## config.mk

```make
export PLATFORM = sky130hd
export DESIGN_NAME = smrd_device_flat
export DESIGN_NICKNAME = d
export VERILOG_FILES = /design/src/smrd_pkg.sv /design/src/smrd_link_if.sv /design/src/smrd_burst_seq.sv /design/src/smrd_device.sv /design/src/flat_wrapper.sv
export SDC_FILE = /design/constraint.sdc
export NUM_CORES = 1
export LEC_CHECK = 0
export ABC_AREA = 1
export CAP_MARGIN = 20
export CORE_MARGIN = 2
export CORE_UTILIZATION = 60
export CTS_BUF_LIST = sky130_fd_sc_hd__clkbuf_4 sky130_fd_sc_hd__clkbuf_8
export DETAILED_ROUTE_END_ITERATION = 6
export DONT_BUFFER_PORTS = 1
export PLACE_DENSITY = 0.83
export SLEW_MARGIN = 20
export SYNTH_ARGS = -nofsm -noshare
export SYNTH_HDL_FRONTEND = slang
export SYNTH_SLANG_ARGS = --single-unit
export TNS_END_PERCENT = 20
```

## constraint.sdc

```tcl
create_clock -name pclk -period 3.1 [get_ports pclk]
set_input_delay 0.155 -clock pclk [delete_from_list [all_inputs] [get_ports pclk]]
set_output_delay 0.155 -clock pclk [all_outputs]
set_load 0.01 [all_outputs]
```

## src/smrd_pkg.sv

```systemverilog
// Purpose: Shared constants and types for the mode-register decode link
// Assumes: 100 MHz pclk on both ends
// Notes:   Mode field layout follows the 13 address lines of a load
package smrd_pkg;

	// ------------------------------------------------------------
	// Mode register layout
	// ------------------------------------------------------------
	localparam int          MR_W        = 13;
	localparam int          BL_LSB      = 0;
	localparam int          BT_BIT      = 3;
	localparam int          LAT_LSB     = 4;
	localparam int          TM_BIT      = 7;
	localparam int          DLL_BIT     = 8;
	localparam int          WR_LSB      = 9;
	localparam int          PD_BIT      = 12;
	localparam int          AP_BIT      = 10;
	localparam logic [2:0]  BL8_CODE    = 3'h3;
	localparam logic [2:0]  LAT_MIN     = 3'h3;
	localparam logic [12:0] MR_RESET    = 13'h0232;

	// ------------------------------------------------------------
	// Timing counts
	// ------------------------------------------------------------
	localparam int CLK_PERIOD_NS   = 10;
	localparam int WR_TIME_NS      = 15;
	localparam int WR_CYC          =
		(WR_TIME_NS + CLK_PERIOD_NS - 1) / CLK_PERIOD_NS;
	localparam int DLL_LOCK_CYC    = 200;
	localparam int MODE_LOAD_WAIT  = 2;
	localparam int FAST_EXIT_CYC   = 2;
	localparam int SLOW_EXIT_CYC   = 6;
	localparam int PRE_EXIT_CYC    = 2;

	// ------------------------------------------------------------
	// Controller registers
	// ------------------------------------------------------------
	localparam logic [7:0] CMD_OFS   = 8'h00;
	localparam logic [7:0] ADDR_OFS  = 8'h04;
	localparam logic [7:0] WDATA_OFS = 8'h08;
	localparam logic [7:0] RDATA_OFS = 8'h0C;
	localparam logic [7:0] STAT_OFS  = 8'h10;
	localparam logic [7:0] CFG_OFS   = 8'h14;
	localparam int         CMD_BANK_LSB = 3;
	localparam int         CFG_PXL_LSB  = 1;

	typedef enum logic [2:0] {
		SMRD_NOP, SMRD_LOAD, SMRD_ACT, SMRD_READ, SMRD_WRITE, SMRD_PRE
	} smrd_cmd_t;

	// Cycles from command edge to first beat
	function automatic logic [3:0] smrd_lat(input logic [2:0] pxl,
		input logic [2:0] lat, input logic wr);
		smrd_lat = {1'b0, pxl} + {1'b0, lat} - {3'h0, wr};
	endfunction : smrd_lat

	function automatic logic [2:0] smrd_last(input logic bl8);
		smrd_last = bl8 ? 3'h7 : 3'h3;
	endfunction : smrd_last

endpackage : smrd_pkg

```

## src/smrd_link_if.sv

```systemverilog
// Purpose: Command, address and data link between controller and memory
// Assumes: Single pclk domain; one data beat per clock
// Notes:   No clocking block; the bench joins the two ends here
`timescale 1ns/1ps
interface smrd_link_if #(
	parameter int DATA_W = 16
);
	logic                    cke;
	smrd_pkg::smrd_cmd_t     cmd;
	logic [2:0]              bank;
	logic [12:0]             addr;
	logic [DATA_W-1:0]       wdata;
	logic [DATA_W-1:0]       rdata;
	logic                    rvalid;

	modport dev (input cke, cmd, bank, addr, wdata, output rdata, rvalid);
	modport ctl (output cke, cmd, bank, addr, wdata, input rdata, rvalid);
endinterface : smrd_link_if

```

## src/smrd_burst_seq.sv

```systemverilog
// Purpose: Column of one burst beat from start column and mode
// Assumes: Beat index counts 0 up to burst length minus one
// Notes:   Purely combinational
`timescale 1ns/1ps
module smrd_burst_seq #(
	parameter int COL_W = 4
) (
	input  wire logic [COL_W-1:0] start,
	input  wire logic [2:0]       beat,
	input  wire logic             bl8,
	input  wire logic             interleave,
	output logic      [COL_W-1:0] col
);
	logic [1:0] low;

	initial begin
		if (COL_W < 4)
			$error("smrd_burst_seq: start column too narrow");
	end

	// ------------------------------------------------------------
	// Order within the block
	// ------------------------------------------------------------
	// xor ordering when interleaved, wrapping add when sequential
	assign low = interleave ? (start[1:0] ^ beat[1:0])
		: (start[1:0] + beat[1:0]);
	assign col = {start[COL_W-1:3], bl8 ? (start[2] ^ beat[2]) : start[2],
		low};
endmodule : smrd_burst_seq

```

## src/smrd_device.sv

```systemverilog
// Purpose: Memory end: mode register decode, burst order, latencies
// Assumes: Controller keeps mode loads, lockouts and reserved codes
// Notes:   One burst at a time; reads and writes during a burst are dropped
`timescale 1ns/1ps
module smrd_device #(
	parameter int COL_W  = 4,
	parameter int DATA_W = 16
) (
	input  wire logic       pclk,
	input  wire logic       presetn,
	smrd_link_if.dev        link,
	input  wire logic [2:0] posted_extra_latency,
	output logic            burst_len8,
	output logic            burst_interleave,
	output logic [2:0]      column_latency,
	output logic [3:0]      recovery_cycles,
	output logic            powerdown_slow_exit,
	output logic            test_mode,
	output logic            loop_reset_pulse,
	output logic            loop_locked,
	output logic            read_ready,
	output logic            loop_frozen,
	output logic            precharge_start
);
	localparam logic [7:0] LOCK_INIT = 8'(smrd_pkg::DLL_LOCK_CYC);
	localparam logic [3:0] FAST_X    = 4'(smrd_pkg::FAST_EXIT_CYC);
	localparam logic [3:0] SLOW_X    = 4'(smrd_pkg::SLOW_EXIT_CYC);
	localparam logic [3:0] PRE_X     = 4'(smrd_pkg::PRE_EXIT_CYC);

	initial begin
		if (COL_W < 4 || COL_W > 10 || DATA_W < 1 ||
			smrd_pkg::DLL_LOCK_CYC > 255)
			$error("smrd_device: unsupported parameters");
	end

	typedef enum {DS_IDLE, DS_WAIT, DS_BURST} smrd_dev_st_t;

	smrd_dev_st_t       st_r, st_nxt;
	logic [3:0]         cnt_r, cnt_nxt;
	logic [2:0]         beat_r, beat_nxt;
	logic [COL_W-1:0]   start_r, start_nxt;
	logic [2:0]         bank_r, bank_nxt;
	logic               wr_r, wr_nxt;
	logic               ap_r, ap_nxt;
	logic [3:0]         apc_r, apc_nxt;
	logic               pre_r, pre_nxt;
	logic [DATA_W-1:0]  rdata_r, rdata_nxt;
	logic               rvalid_r, rvalid_nxt;
	logic [12:0]        mr_r, mr_nxt;
	logic               tm_r, tm_nxt;
	logic [7:0]         lock_r, lock_nxt;
	logic [7:0]         open_r, open_nxt;
	logic               pd_r, pd_nxt;
	logic               pda_r, pda_nxt;
	logic               pds_r, pds_nxt;
	logic [3:0]         exit_r, exit_nxt;
	logic [DATA_W-1:0]  mem [0:(1<<COL_W)-1];
	logic               take;
	logic               act;
	logic [2:0]         beat_idx;
	logic [COL_W-1:0]   col;

	// ------------------------------------------------------------
	// Field decode
	// ------------------------------------------------------------
	assign take = link.cke && !pd_r;
	assign burst_len8       = mr_r[2:0] == smrd_pkg::BL8_CODE;
	assign burst_interleave = mr_r[smrd_pkg::BT_BIT];
	assign column_latency   = mr_r[smrd_pkg::LAT_LSB+:3];
	assign recovery_cycles  = {1'b0, mr_r[smrd_pkg::WR_LSB+:3]} + 4'h1;
	assign powerdown_slow_exit = mr_r[smrd_pkg::PD_BIT];
	assign test_mode        = tm_r;
	assign loop_reset_pulse = mr_r[smrd_pkg::DLL_BIT];
	assign loop_locked      = lock_r == 8'h00 && !loop_reset_pulse;
	assign read_ready       = loop_locked && exit_r == 4'h0 && !pd_r;
	assign loop_frozen      = pd_r && pds_r;
	assign precharge_start  = pre_r;
	assign link.rdata       = rdata_r;
	assign link.rvalid      = rvalid_r;

	// ------------------------------------------------------------
	// Mode register
	// ------------------------------------------------------------
	always_comb begin
		mr_nxt   = mr_r;
		tm_nxt   = tm_r;
		lock_nxt = lock_r;
		mr_nxt[smrd_pkg::DLL_BIT] = 1'b0;
		if (lock_r != 8'h00)
			lock_nxt = lock_r - 8'h01;
		if (mr_r[smrd_pkg::DLL_BIT])
			lock_nxt = LOCK_INIT;
		if (take && link.cmd == smrd_pkg::SMRD_LOAD && link.bank == 3'h0)
		begin
			if (link.addr[smrd_pkg::TM_BIT]) begin
				tm_nxt = 1'b1;
			end else begin
				mr_nxt = link.addr;
				tm_nxt = 1'b0;
			end
		end
	end

	always_ff @(posedge pclk or negedge presetn) begin
		if (!presetn) begin
			mr_r   <= smrd_pkg::MR_RESET;
			tm_r   <= 1'b0;
			lock_r <= 8'h00;
		end else begin
			mr_r   <= mr_nxt;
			tm_r   <= tm_nxt;
			lock_r <= lock_nxt;
		end
	end

	// ------------------------------------------------------------
	// Burst sequencing
	// ------------------------------------------------------------
	assign act = (st_r == DS_WAIT && cnt_r == 4'h1) || st_r == DS_BURST;
	assign beat_idx = (st_r == DS_WAIT) ? 3'h0 : beat_r;

	smrd_burst_seq #(
		.COL_W      (COL_W)
	) u_seq (
		.start      (start_r),
		.beat       (beat_idx),
		.bl8        (burst_len8),
		.interleave (burst_interleave),
		.col        (col)
	);

	always_comb begin
		st_nxt     = st_r;
		cnt_nxt    = cnt_r;
		beat_nxt   = beat_r;
		start_nxt  = start_r;
		bank_nxt   = bank_r;
		wr_nxt     = wr_r;
		ap_nxt     = ap_r;
		apc_nxt    = (apc_r != 4'h0) ? apc_r - 4'h1 : apc_r;
		pre_nxt    = apc_r == 4'h1;
		rdata_nxt  = rdata_r;
		rvalid_nxt = 1'b0;
		case (st_r)
			DS_IDLE: begin
				if (take && (link.cmd == smrd_pkg::SMRD_READ ||
					link.cmd == smrd_pkg::SMRD_WRITE)) begin
					start_nxt = link.addr[COL_W-1:0];
					bank_nxt  = link.bank;
					wr_nxt    = link.cmd == smrd_pkg::SMRD_WRITE;
					ap_nxt    = link.cmd == smrd_pkg::SMRD_WRITE &&
						link.addr[smrd_pkg::AP_BIT];
					// first beat at n plus latency
					cnt_nxt   = smrd_pkg::smrd_lat(posted_extra_latency,
						column_latency, link.cmd == smrd_pkg::SMRD_WRITE);
					st_nxt    = DS_WAIT;
				end
			end
			DS_WAIT: begin
				cnt_nxt = cnt_r - 4'h1;
				if (cnt_r == 4'h1) begin
					beat_nxt = 3'h1;
					st_nxt   = DS_BURST;
				end
			end
			DS_BURST: begin
				beat_nxt = beat_r + 3'h1;
				if (beat_r == smrd_pkg::smrd_last(burst_len8)) begin
					st_nxt = DS_IDLE;
					if (ap_r)
						apc_nxt = recovery_cycles;
				end
			end
			default: st_nxt = DS_IDLE;
		endcase
		if (act && !wr_r) begin
			rvalid_nxt = 1'b1;
			rdata_nxt  = mem[col];
		end
	end

	always_ff @(posedge pclk or negedge presetn) begin
		if (!presetn) begin
			st_r     <= DS_IDLE;
			cnt_r    <= 4'h0;
			beat_r   <= 3'h0;
			start_r  <= '0;
			bank_r   <= 3'h0;
			wr_r     <= 1'b0;
			ap_r     <= 1'b0;
			apc_r    <= 4'h0;
			pre_r    <= 1'b0;
			rdata_r  <= '0;
			rvalid_r <= 1'b0;
		end else begin
			st_r     <= st_nxt;
			cnt_r    <= cnt_nxt;
			beat_r   <= beat_nxt;
			start_r  <= start_nxt;
			bank_r   <= bank_nxt;
			wr_r     <= wr_nxt;
			ap_r     <= ap_nxt;
			apc_r    <= apc_nxt;
			pre_r    <= pre_nxt;
			rdata_r  <= rdata_nxt;
			rvalid_r <= rvalid_nxt;
		end
	end

	// Array has no reset: contents are data, not control
	always_ff @(posedge pclk) begin
		if (act && wr_r)
			mem[col] <= link.wdata;
	end

	// ------------------------------------------------------------
	// Power-down and open rows
	// ------------------------------------------------------------
	always_comb begin
		open_nxt = open_r;
		pd_nxt   = pd_r;
		pda_nxt  = pda_r;
		pds_nxt  = pds_r;
		exit_nxt = (exit_r != 4'h0) ? exit_r - 4'h1 : exit_r;
		if (take && link.cmd == smrd_pkg::SMRD_ACT)
			open_nxt[link.bank] = 1'b1;
		if (take && link.cmd == smrd_pkg::SMRD_PRE) begin
			if (link.addr[smrd_pkg::AP_BIT])
				open_nxt = 8'h00;
			else
				open_nxt[link.bank] = 1'b0;
		end
		if (pre_r)
			open_nxt[bank_r] = 1'b0;
		if (!pd_r && !link.cke && st_r == DS_IDLE) begin
			pd_nxt  = 1'b1;
			pda_nxt = |open_r;
			pds_nxt = |open_r && powerdown_slow_exit;
		end else if (pd_r && link.cke) begin
			pd_nxt = 1'b0;
			if (!pda_r)
				exit_nxt = PRE_X;
			else if (pds_r)
				exit_nxt = SLOW_X;
			else
				exit_nxt = FAST_X;
		end
	end

	always_ff @(posedge pclk or negedge presetn) begin
		if (!presetn) begin
			open_r <= 8'h00;
			pd_r   <= 1'b0;
			pda_r  <= 1'b0;
			pds_r  <= 1'b0;
			exit_r <= 4'h0;
		end else begin
			open_r <= open_nxt;
			pd_r   <= pd_nxt;
			pda_r  <= pda_nxt;
			pds_r  <= pds_nxt;
			exit_r <= exit_nxt;
		end
	end
endmodule : smrd_device

```

## src/flat_wrapper.sv

```systemverilog
// flat-port wrapper written by rule: the top's interface ports become plain ports
module smrd_device_flat 
#(
	parameter int COL_W  = 4,
	parameter int DATA_W = 16
)
  (pclk, presetn, posted_extra_latency, burst_len8, burst_interleave, column_latency, recovery_cycles, powerdown_slow_exit, test_mode, loop_reset_pulse, loop_locked, read_ready, loop_frozen, precharge_start, link_cke, link_cmd, link_bank, link_addr, link_wdata, link_rdata, link_rvalid);
  smrd_link_if #(.DATA_W(DATA_W)) link_i ();
  input  wire logic pclk;
  input  wire logic presetn;
  input  wire logic [2:0] posted_extra_latency;
  output logic burst_len8;
  output logic burst_interleave;
  output logic [2:0] column_latency;
  output logic [3:0] recovery_cycles;
  output logic powerdown_slow_exit;
  output logic test_mode;
  output logic loop_reset_pulse;
  output logic loop_locked;
  output logic read_ready;
  output logic loop_frozen;
  output logic precharge_start;
  input wire logic [$bits(link_i.cke)-1:0] link_cke;
  input wire logic [$bits(link_i.cmd)-1:0] link_cmd;
  input wire logic [$bits(link_i.bank)-1:0] link_bank;
  input wire logic [$bits(link_i.addr)-1:0] link_addr;
  input wire logic [$bits(link_i.wdata)-1:0] link_wdata;
  output wire logic [$bits(link_i.rdata)-1:0] link_rdata;
  output wire logic [$bits(link_i.rvalid)-1:0] link_rvalid;
  assign link_i.cke = link_cke;
  assign link_i.cmd = link_cmd;
  assign link_i.bank = link_bank;
  assign link_i.addr = link_addr;
  assign link_i.wdata = link_wdata;
  assign link_rdata = link_i.rdata;
  assign link_rvalid = link_i.rvalid;
  smrd_device #(.COL_W(COL_W), .DATA_W(DATA_W)) u_core (.pclk(pclk), .presetn(presetn), .link(link_i), .posted_extra_latency(posted_extra_latency), .burst_len8(burst_len8), .burst_interleave(burst_interleave), .column_latency(column_latency), .recovery_cycles(recovery_cycles), .powerdown_slow_exit(powerdown_slow_exit), .test_mode(test_mode), .loop_reset_pulse(loop_reset_pulse), .loop_locked(loop_locked), .read_ready(read_ready), .loop_frozen(loop_frozen), .precharge_start(precharge_start));
endmodule
```

==> results.json <==
{
  "drive_gt1_share_pct": 10.37,
  "cts_max_level": 2,
  "setup_violations": 0,
  "busiest_layer": "met2",
  "met2_usage_pct": 46.69,
  "io_buffer_count": 0,
  "maxSlewHeadroom_pct": 52.52,
  "drv_slew": 0,
  "areaGrowthSynthToFinish_pct": 13.13,
  "cp_max_fo": 130,
  "p_seq_share_pct": 36.2,
  "drt_first_iter_violations": 1744,
  "use_met3_pct": 6.416,
  "cap_viol_max_count": 0,
  "async_reset_ff_share_pct": 22.89,
  "critPathMaxStageDelay_ns": 0.41,
  "multi_input_area_um2": 4358,
  "p_leak_nw": 7.136,
  "netlist_instances": 1478,
  "period_share_pct": 82.01,
  "coreArea_um2": 24110,
  "antenna_found_initial": 1,
  "worst-endpoint-arrival_ns": 2.81,
  "crit_path_end_kind": "register",
  "syn_nets": 1535,
  "ir_worst_vdd_uv": 878.8,
  "synth-edff-count": 256,
  "grt_util_met1_pct": 38.82,
  "rsz0062_at_grt": "false",
  "synth_top_area_share_pct": 52.62,
  "cpMaxStageDelayCell": "buf_12",
  "num-nets-final": 1616,
  "synthTopCellsByArea": "edfxtp_1 53%, nand2_1 17%, dfrtp_1 12%",
  "fin_skew_ns": 0.01788,
  "dpl-instance-area_um2": 15050,
  "start_util_pct": 60.61,
  "clk_latency_ns": 0.58,
  "cts_root_buf": "clkbuf_8",
  "p_int_mw": 9.137,
  "io_pins": 74,
  "swShare_pct": 41.41,
  "grt_max_degree": 131,
  "drc": 0,
  "wl_um": 36700,
  "power_frac_clock_pct": 23.3,
  "cp-start-kind": "register",
  "finalNonFillerCells": 1925,
  "cts_sinks": 332,
  "synth_largest_area_cell": "edfxtp_1",
  "overflow": 0,
  "hold_viol_final": 0,
  "vias_per_cell": 5.714,
  "die_x_um": 160.0,
  "power_frac_comb_pct": 40.5,
  "place_hpwl_um": 22100,
  "yosysUniqueCellTypes": 41,
  "crit_buf_inv": 4,
  "synth-seq-cells": 332,
  "fin_setup_tns_ns": 0,
  "synth_area_per_cell_um2": 9.885,
  "power_density_nw_per_um2": 943.5,
  "gp_congestion": 0.9230,
  "post-cts-setup-buffers": 0,
  "seqCellArea_um2": 9594,
  "setup.worst_path.class": "register to register",
  "design_area_um2": 16530,
  "fillers": 1641,
  "tightest_slew_ns": 0.7104,
  "clkSlewWorstSetupHoldPaths_ns": 0.07,
  "track_usage_pct": 29.10,
  "netlist_area_um2": 14610,
  "fin_crit_ns": 2.542,
  "num_vias": 11000,
  "die_h_um": 160.0,
  "rows": 57,
  "post-place-cells": 1787,
  "path_delay_family": "buffers and inverters",
  "crit_chain": "inv_1, nand2_2, inv_1, nor2_1, ha_4, buf_12, nand3_1, nor2_1, buf_4",
  "antenna_cells": 0,
  "grt_pass1_wl_um": 57860,
  "hp-class": "input port to register",
  "switchingPower_mw": 6.457,
  "yosysMostFrequentCell": "nand2_1",
  "postRouteAntennaNets": 0,
  "cts_buffer_depth": 3,
  "fin_hold_ws_ns": 0.04706,
  "synthTopCellsByCount": "675 x nand2_1, 256 x edfxtp_1, 104 x nor2_1, 89 x nand3_1, 77 x inv_1",
  "fmax_mhz": 393.3,
  "crit_required_ns": 3.37,
  "wl_per_cell_um": 19.06,
  "cts_buffers": 51,
  "grt_pass1_vias": 10921,
  "ys_warn_count": 0,
  "p_total_mw": 15.59,
  "cts_tree": "done",
  "die_area_um2": 25610,
  "run_status": "finished clean",
  "first_pass_iters": 6,
  "ys_seq_area_share_pct": 65.67,
  "postCtsResizedCells": 0,
  "yosys_most_used_dff": "edfxtp_1"
}
[power groups by stage]
stage	Clock, mW	Sequential [mW]	Combinational (mW)
2_1_floorplan	0	5.59	4.75
3_3_place_gp	0	5.70	5.80
3_5_place_dp	0	5.72	6.03
4_1_cts	3.65	5.63	6.21
5_1_grt	3.86	5.68	7.09
6_report	3.63	5.65	6.31
[worst reg2reg max path: cells and delay by family (launching register included)]
family,cells,cell delay (ns)
flops,1,0.38
simple gates,4,0.69
fa+ha+maj,1,0.29
buf+inv,4,0.87
[what timing repair did]
action,in CTS,in global routing
hold buffers,43,0
endpoints found under the hold margin,370,0
endpoints found under the setup margin,0,0
[sequential cells by signal, indices dropped and copies added, names as in the netlist]
name and cells:
u_core.start_r 4, u_core.pd_r 1, u_core.st_r 2, u_core.lock_r 8
u_core.link.rdata 16, u_core.bank_r 3, u_core.exit_r 4, u_core.ap_r 1
u_core.beat_r 3, u_core.test_mode 1, u_core.apc_r 4, u_core.link.rvalid 1
u_core.pda_r 1, u_core.mr_r 12, u_core.precharge_start 1, u_core.cnt_r 4
u_core.open_r 8, u_core.mem 256, u_core.pds_r 1, u_core.wr_r 1
[routing by layer]
layer	up-vias	part of all wire [%]	wire length, µm
met1	5195	37	13660
met5	-	0.030	11
met4	2	3.6	1311
met2	709	47	17380
met3	105	12	4331
li1	4989	-	-
[worst paths after layout]
kind                             startpoint                 to  slack (ns)  cells after the start
min reg2reg                u_core.lock_r[5]   u_core.lock_r[5]        0.46                      1
min                            link_bank[2]   u_core.test_mode        0.05                      4
max in group asynchronous           presetn     u_core.mr_r[9]        2.56                      2
min in group asynchronous           presetn   u_core.open_r[1]        0.20                      2
max reg2reg                  u_core.st_r[1]  u_core.mem[15][9]        0.56                      9
max                          u_core.st_r[1]  u_core.mem[15][9]        0.56                      9
[area by class of cell]
class                           count  share of cell area, %
Clock buffer                       82                  5.844
Clock inverter                     13                 0.3861
Inverter                           79                  1.802
Multi-Input combinational cell   1006                  26.37
Sequential cell                   332                  58.05
Tap cell                          324                  2.453
Timing Repair Buffer               89                  5.102
[metrics by stage]
step / setup WS [ns] / utilization [%]
after CTS: 0.5651 / 68.57
after floorplan: 0.2214 / -
final: 0.5576 / 68.57
after global placement: 0.6488 / 62.44
after global routing: 0.3780 / 68.57
after detailed placement: 0.5995 / 62.44
[placed cells by master, fill, tap and decap left out, types with 26 or more instances in the layout]
| cell | instances |
|---|---|
| clkbuf_8 | 56 |
| inv_1 | 76 |
| clkbuf_4 | 26 |
| dlygate4sd3_1 | 42 |
| nand3_1 | 89 |
| edfxtp_1 | 256 |
| o21ai_0 | 41 |
| nor2_1 | 104 |
| dfrtp_1 | 72 |
| nand2_1 | 675 |
| buf_4 | 42 |
[cell families after synthesis]
group | count (synthesis) | synth area share, %
AOI/OAI and AO/OA | 74 | 2.766
xor gates and xnor gates | 6 | 0.3597
adders and majority gates | 16 | 1.422
buffers and inverters | 140 | 4.590
DFF | 332 | 65.67
muxes | 3 | 0.2312
and+or+nand+nor | 907 | 24.96
(Power assumes the default switching activity.)
